## src/hw/tcv_defs.svh

```systemverilog
// Register indices and reset values for the timer channel value block.
// Assumes byte address = 4 * index on a 32-bit APB.
`ifndef TCV_DEFS_SVH
`define TCV_DEFS_SVH
`define TCV_CH0_HIGH_IDX 8'h27
`define TCV_CH0_LOW_IDX  8'h28
`define TCV_CH1_HIGH_IDX 8'h2A
`define TCV_CH1_LOW_IDX  8'h2B
`define TCV_CH2_HIGH_IDX 8'h2D
`define TCV_CH2_LOW_IDX  8'h2E
`define TCV_CH3_HIGH_IDX 8'h30
`define TCV_CH3_LOW_IDX  8'h31
`define TCV_CH4_HIGH_IDX 8'h33
`define TCV_CH4_LOW_IDX  8'h34
`define TCV_CH5_HIGH_IDX 8'h36
`define TCV_CH5_LOW_IDX  8'h37
`define TCV_CTRL_BASE_IDX 8'h40
`define TCV_STATUS_IDX   8'h48
`define TCV_MASK_IDX     8'h49
`define TCV_CTRL_RST     4'h0
`define TCV_FLAG_RST     6'h00
`define TCV_MASK_RST     6'h00
`endif

```

## src/hw/tcv_pkg.sv

```systemverilog
// Types shared by the timer channel value block.
// Assumes tcv_defs.svh for all numbers.
package tcv_pkg;
    typedef enum logic [2:0] {
        TCV_REG_NONE,
        TCV_REG_HIGH,
        TCV_REG_LOW,
        TCV_REG_CTRL,
        TCV_REG_STATUS,
        TCV_REG_MASK
    } tcv_kind_t;

    typedef struct packed {
        tcv_kind_t  kind;
        logic [2:0] ch;
    } tcv_dec_t;

    typedef struct packed {
        logic buffered_mode_select;
        logic unbuffered_mode_select;
        logic overflow_toggle_enable;
        logic max_duty_force;
    } tcv_ctrl_t;

    typedef struct packed {
        logic [5:0][15:0] value;
        tcv_ctrl_t [5:0]  ctrl;
        logic [5:0]       flag;
        logic [5:0]       mask;
        logic [5:0]       cap_lock;
        logic [5:0]       cmp_lock;
        logic [5:0]       max_eff;
        logic [5:0]       chan_out;
        logic             pready;
        logic             pslverr;
        logic [31:0]      prdata;
        logic             irq;
    } tcv_state_t;
endpackage : tcv_pkg

```

## src/hw/tcv_timer_channel_value_regs.sv

```systemverilog
// Six-channel 16-bit capture/compare value registers with APB access.
// Assumes counter, overflow and qualified capture edges on this clock.
//
// Our own choice: the APB register port.
`timescale 1ns/1ps
`default_nettype none
`include "tcv_defs.svh"

// Contract
// - Max duty force gives full duty output; the code forces it only while toggle enable is clear
// - Max duty change applies next period
// - Value registers readable, writable, hold values
// - Value registers are not reset
// - Capture: high read blocks captures until low
// - Compare: high write blocks matches until low
// - High byte bits 15-8, low 7-0
// - Flag on capture or counter match
// - Toggle enable toggles output on overflow
module tcv_timer_channel_value_regs (
    input  wire logic        clk,
    input  wire logic        reset,
    input  wire logic        psel,
    input  wire logic        penable,
    input  wire logic        pwrite,
    input  wire logic [11:0] paddr,
    input  wire logic [31:0] pwdata,
    output logic      [31:0] prdata,
    output logic             pready,
    output logic             pslverr,
    input  wire logic [15:0] counter_value,
    input  wire logic        counter_overflow,
    input  wire logic [5:0]  capture_edge,
    output logic      [5:0]  chan_out,
    output logic             irq
);
    import tcv_pkg::*;

    localparam int NCH = 6;
    localparam logic [5:0][7:0] HIGH_IDX = {
        `TCV_CH5_HIGH_IDX, `TCV_CH4_HIGH_IDX, `TCV_CH3_HIGH_IDX,
        `TCV_CH2_HIGH_IDX, `TCV_CH1_HIGH_IDX, `TCV_CH0_HIGH_IDX};
    localparam logic [5:0][7:0] LOW_IDX = {
        `TCV_CH5_LOW_IDX, `TCV_CH4_LOW_IDX, `TCV_CH3_LOW_IDX,
        `TCV_CH2_LOW_IDX, `TCV_CH1_LOW_IDX, `TCV_CH0_LOW_IDX};

    tcv_state_t st_q;
    tcv_state_t st_d;
    tcv_dec_t   dec;
    logic       apb_wr;
    logic       apb_rd;
    logic       apb_setup;
    logic [7:0] rd_byte;
    logic [5:0] cap_fire;
    logic [5:0] cmp_hit;

    function automatic tcv_dec_t decode(input logic [11:0] a);
        tcv_dec_t r;
        r.kind = TCV_REG_NONE;
        r.ch   = 3'h0;
        if (a[1:0] == 2'h0 && a[11:10] == 2'h0) begin
            for (int i = 0; i < NCH; i++) begin
                if (a[9:2] == HIGH_IDX[i]) begin
                    r.kind = TCV_REG_HIGH;
                    r.ch   = 3'(i);
                end
                if (a[9:2] == LOW_IDX[i]) begin
                    r.kind = TCV_REG_LOW;
                    r.ch   = 3'(i);
                end
                if (a[9:2] == `TCV_CTRL_BASE_IDX + 8'(i)) begin
                    r.kind = TCV_REG_CTRL;
                    r.ch   = 3'(i);
                end
            end
            if (a[9:2] == `TCV_STATUS_IDX) begin
                r.kind = TCV_REG_STATUS;
            end
            if (a[9:2] == `TCV_MASK_IDX) begin
                r.kind = TCV_REG_MASK;
            end
        end
        return r;
    endfunction : decode

    // Capture mode means both mode select bits clear
    function automatic logic cap_mode(input tcv_ctrl_t c);
        return !c.buffered_mode_select && !c.unbuffered_mode_select;
    endfunction : cap_mode

    assign dec       = decode(paddr);
    assign apb_setup = psel && penable && !st_q.pready;
    assign apb_wr    = psel && penable && st_q.pready && pwrite;
    assign apb_rd    = psel && penable && st_q.pready && !pwrite;

    // Locks gate events; bus side effects land at the completion edge
    for (genvar g = 0; g < NCH; g++) begin : g_evt
        assign cap_fire[g] = capture_edge[g] && cap_mode(st_q.ctrl[g])
                             && !st_q.cap_lock[g];
        assign cmp_hit[g]  = !cap_mode(st_q.ctrl[g])
                             && !st_q.cmp_lock[g]
                             && counter_value == st_q.value[g];
    end

    always_comb begin
        rd_byte = 8'h00;
        case (dec.kind)
            TCV_REG_HIGH:   rd_byte = st_q.value[dec.ch][15:8];
            TCV_REG_LOW:    rd_byte = st_q.value[dec.ch][7:0];
            TCV_REG_CTRL:   rd_byte = {4'h0, st_q.ctrl[dec.ch]};
            TCV_REG_STATUS: rd_byte = {2'h0, st_q.flag};
            TCV_REG_MASK:   rd_byte = {2'h0, st_q.mask};
            default:        rd_byte = 8'h00;
        endcase
    end

    always_comb begin
        st_d         = st_q;
        // One wait state: ready rises on the second access cycle
        st_d.pready  = apb_setup;
        st_d.pslverr = apb_setup && dec.kind == TCV_REG_NONE;
        if (apb_setup) begin
            st_d.prdata = {24'h000000, rd_byte};
        end
        if (apb_wr || apb_rd) begin
            case (dec.kind)
                TCV_REG_HIGH: begin
                    if (apb_wr) begin
                        st_d.value[dec.ch][15:8] = pwdata[7:0];
                        if (!cap_mode(st_q.ctrl[dec.ch])) begin
                            st_d.cmp_lock[dec.ch] = 1'b1;
                        end
                    end else if (cap_mode(st_q.ctrl[dec.ch])) begin
                        st_d.cap_lock[dec.ch] = 1'b1;
                    end
                end
                TCV_REG_LOW: begin
                    if (apb_wr) begin
                        st_d.value[dec.ch][7:0] = pwdata[7:0];
                        st_d.cmp_lock[dec.ch]   = 1'b0;
                    end else begin
                        st_d.cap_lock[dec.ch] = 1'b0;
                    end
                end
                TCV_REG_CTRL: begin
                    if (apb_wr) begin
                        st_d.ctrl[dec.ch] = pwdata[3:0];
                        // Buffered select exists on even channels only
                        if (dec.ch[0]) begin
                            st_d.ctrl[dec.ch].buffered_mode_select = 1'b0;
                        end
                    end
                end
                TCV_REG_STATUS: begin
                    if (apb_wr) begin
                        st_d.flag = st_q.flag & ~pwdata[5:0];
                    end
                end
                TCV_REG_MASK: begin
                    if (apb_wr) begin
                        st_d.mask = pwdata[5:0];
                    end
                end
                default: begin
                end
            endcase
        end
        for (int i = 0; i < NCH; i++) begin
            // Capture beats a same-cycle bus write, and set beats clear
            if (cap_fire[i]) begin
                st_d.value[i] = counter_value;
                st_d.flag[i]  = 1'b1;
            end
            if (cmp_hit[i]) begin
                st_d.flag[i] = 1'b1;
            end
            // Period boundary is the counter overflow
            if (counter_overflow) begin
                st_d.max_eff[i] = st_q.ctrl[i].max_duty_force;
            end
            if (!cap_mode(st_q.ctrl[i])) begin
                if (counter_overflow
                    && st_q.ctrl[i].overflow_toggle_enable) begin
                    st_d.chan_out[i] = !st_q.chan_out[i];
                end else if (counter_overflow) begin
                    st_d.chan_out[i] = 1'b1;
                end else if (cmp_hit[i]) begin
                    st_d.chan_out[i] = 1'b0;
                end
                if (st_d.max_eff[i]
                    && !st_d.ctrl[i].overflow_toggle_enable) begin
                    st_d.chan_out[i] = 1'b1;
                end
            end
        end
        st_d.irq = |(st_d.flag & st_d.mask);
    end

    // Values are left out of reset on purpose: no defined content
    always_ff @(posedge clk) begin
        if (reset) begin
            st_q.ctrl     <= {NCH{`TCV_CTRL_RST}};
            st_q.flag     <= `TCV_FLAG_RST;
            st_q.mask     <= `TCV_MASK_RST;
            st_q.cap_lock <= 6'h00;
            st_q.cmp_lock <= 6'h00;
            st_q.max_eff  <= 6'h00;
            st_q.chan_out <= 6'h00;
            st_q.pready   <= 1'b0;
            st_q.pslverr  <= 1'b0;
            st_q.prdata   <= 32'h00000000;
            st_q.irq      <= 1'b0;
        end else begin
            st_q <= st_d;
        end
    end

    assign prdata   = st_q.prdata;
    assign pready   = st_q.pready;
    assign pslverr  = st_q.pslverr;
    assign chan_out = st_q.chan_out;
    assign irq      = st_q.irq;

    for (genvar g = 0; g < NCH; g++) begin : g_chk

    end
endmodule : tcv_timer_channel_value_regs
`default_nettype wire

```

## config.mk

```make
export PLATFORM = sky130hd
export DESIGN_NAME = tcv_timer_channel_value_regs
export DESIGN_NICKNAME = d
export VERILOG_FILES = /design/src/hw/tcv_pkg.sv /design/src/hw/tcv_timer_channel_value_regs.sv
export VERILOG_INCLUDE_DIRS = /design/src /design/src/hw
export SDC_FILE = /design/constraint.sdc
export NUM_CORES = 1
export LEC_CHECK = 0
export BUFFER_PORTS_ARGS = -buffer_cell sky130_fd_sc_hd__buf_2
export CAP_MARGIN = 20
export CORE_MARGIN = 5
export CORE_UTILIZATION = 45
export CTS_CLUSTER_SIZE = 8
export DETAILED_ROUTE_END_ITERATION = 7
export SETUP_SLACK_MARGIN = 0.4
export SYNTH_ARGS = -nofsm -noshare
export SYNTH_HDL_FRONTEND = slang
export SYNTH_SLANG_ARGS = --single-unit
```

## constraint.sdc

```tcl
create_clock -name clk -period 4.05 [get_ports clk]
set_input_delay 1.0125 -clock clk [delete_from_list [all_inputs] [get_ports clk]]
set_output_delay 1.0125 -clock clk [all_outputs]
set_load 0.01 [all_outputs]
```

==> flow_summary.ini <==
[status]
status = completed

[placed_design]
gp_congestion = 0.938
dp_hpwl_mm = 26.4
io_buffer_count = 64

[cts]
cts_sinks = 167
clockBufferDepth = 2
cts_setup_buffers = 0
clk_pin_slew_ns = 0.07
clock-root-buffer = clkbuf_16
insertion_delay_ns = 0.43
cts_buffers = 17
hold_buffers = 0
cts_resized = 0
cts_tree = done
cts.htree.levels = 4

[worst_setup_path]
rr_endpoint = irq$_SDFF_PP0_
worstReg2RegStart = st_q[187]$_DFFE_PP_
worstPathArrival_ns = 3.91
endpoint = prdata[7]$_SDFFE_PP0P_
critPathRequiredTime_ns = 4.41
crit_path_end_kind = flip-flop
worstPathMaxFanout = 11
worstRegToRegCells = 8
cp-startpoint = paddr[5]
crit_type = in -> reg
ff2ff_setup_slack_ns = 1.73
start_kind = input pin

[sta]
drv_slew = 0
finalHoldViolations = 0
skew_ns = 0.00820
tightest_slew_ns = 0.915
fmax_ghz = 0.282
hold_ws_ns = 0.452
fin_crit_ns = 3.54
grt_setup_unrepaired = false
setup_viol = 0
relSlewSlack_pct = 38.5
finalCritPeriodShare_pct = 87.4

[die]
io_pins = 113
initial_core_util_pct = 45.4
die-area_um2 = 25800
rows = 55
core_um2 = 22500
die-width_um = 161
fp.dieH_um = 161

[finish]
layout.nets = 1212
mostFrequentLayoutCells = a22o_1, edfxtp_1, nor2_1
final_common_cell = a22o_1
antenna_cells = 0
area_growth_syn_to_layout_pct = 14.3
n_fill_cell = 2057
fin_util_pct = 51.8
drive_gt1_share_pct = 19.6

[power_and_ir_drop]
power_density_nw_per_um2 = 334
power_frac_seq_pct = 48.6
vdd_drop_max_mv = 0.261
p_clk_share_pct = 40.2
power.leakage_nw = 4.23
combPwrFrac_pct = 11.2
swShare_pct = 26.5
intPower_mw = 2.87
p_sw_mw = 1.04

[yosys]
postSynthAreaPerCell_um2 = 9.55
yosysWarnings = 0
netlist.area_leader.share_pct = 28.2
netlist_area_um2 = 10200
synthFlopType = edfxtp_1
ys_seq_area_share_pct = 42.2
synthArstFlopShare_pct = 0
ys_ff_latch = 167
ys_top_cells_by_area = edfxtp_1, dfxtp_1, a22o_1
synth_top_cell_by_area = edfxtp_1
synthCells = 1069
synth-edff-count = 96
ys_types = 76

[detailed_routing]
wl_per_cell_um = 24.3
routed_wirelength_mm = 35.0
drt_pass1_iterations = 6
drtIter0Drc = 989
drcViolationCount = 0
vias = 9063
ant_nets = 0
via_per_inst = 6.30

[grt]
grt_max_degree = 36
grt_pass1_vias = 8307
grt_pass1_wl_mm = 52.2
grt_antenna_before_repair = 0
grt.overflow.total = 0
grt.total_usage_pct = 26.7

[worst_hold_path]
hold_class = reg -> reg

[run]
drv_cap = 0
[power groups by stage]
| stage | combinational [mW] | sequential (mW) | clock, mW |
|---|---|---|---|
| final | 0.437 | 1.90 | 1.57 |
| after global routing | 0.465 | 1.90 | 1.67 |
| after CTS | 0.428 | 1.90 | 1.58 |
| after detailed placement | 0.427 | 1.93 | 0 |
| after global placement | 0.424 | 1.93 | 0 |
| after floorplan | 0.295 | 1.92 | 0 |
[logic make-up (layout without fill, tap and decap cells)]
group	count (synthesis)	after routing	synth area share [%]
simple gates	344	344	18.2
compound gates	301	301	21.5
flops	167	167	42.2
buf+inv	122	183	6.03
xor+xnor	98	98	8.41
mux	36	36	3.64
other cells	1	24	0.0367
[metrics by stage]
step	setup TNS, ns	worst slack (ns)	power (mW)	area (um^2)	cells
CTS	0	0.420	3.91	11700	1438
finish	0	0.509	3.90	11700	1438
global route	0	0.426	4.04	11700	1438
floorplan	0	0.343	2.21	10300	1092
detailed placement	-0.00444	-0.00444	2.36	11100	1406
global placement	-0.0643	-0.0643	2.36	11100	1406
[area by class of cell]
class | instances | area, um^2 | area share (%)
clock buffers | 18 | 429 | 3.68
clock inverters | 14 | 124 | 1.06
inverters | 5 | 18.8 | 0.161
multi-input cells | 803 | 5450 | 46.7
flip-flops and latches | 167 | 4300 | 36.9
well taps | 285 | 357 | 3.06
repair buffers | 146 | 986 | 8.45
[layer usage]
layer	part of all wire, %	vias to the layer above	track usage [%]
met4	2.7	0	8.84
met2	44	499	40.3
li1	-	4114	-
met3	9.7	55	5.54
met1	43	4395	38.2
met5	0	-	0
[state kept, by name (all words and copies together) (netlist names), named ones only]
name,cells
st_q,138
pready,1
prdata,8
chan_out,6
pslverr,1
irq,1
[how the worst min path moves through the flow]
stage	end	cells past startpoint	startpoint	slack [ns]
after floorplan	prdata[6]$_SDFFE_PP0P_	2	prdata[6]$_SDFFE_PP0P_	0.43
final	prdata[7]$_SDFFE_PP0P_	2	prdata[7]$_SDFFE_PP0P_	0.45
after global routing	prdata[7]$_SDFFE_PP0P_	2	prdata[7]$_SDFFE_PP0P_	0.47
after detailed placement	prdata[7]$_SDFFE_PP0P_	2	prdata[7]$_SDFFE_PP0P_	0.44
after CTS	prdata[7]$_SDFFE_PP0P_	2	prdata[7]$_SDFFE_PP0P_	0.45
after global placement	prdata[7]$_SDFFE_PP0P_	2	prdata[7]$_SDFFE_PP0P_	0.44
[worst max-delay path: stages]
cell	delay, ns
buf_2	0.16
or3b_1	0.41
a2111oi_2	0.40
buf_4	0.18
a221o_1	0.22
o211ai_4	0.15
buf_4	0.23
o21bai_1	0.15
a2111oi_0	0.59
a21oi_1	0.22
o21ai_1	0.17
[synthesized netlist by cell type, types with 9 or more instances]
master     instances
o22ai_1           13
nand3_1           15
dfxtp_1           71
mux2_2             9
clkbuf_1          46
nor3_1            34
xnor2_1           25
buf_2             12
nor4_1            19
o21ai_1           20
xor2_1            73
nor4_2            11
mux2i_1           27
nand4_1           12
a22o_1            97
o21ai_0           29
buf_4             38
edfxtp_1          96
nor2_1            93
buf_1             21
nand2_1           74
a221oi_1          12
a21oi_1           61
a31oi_1            9
nand3b_1          18
a2111oi_0          9
No activity file was read; power rests on OpenSTA's default activity.
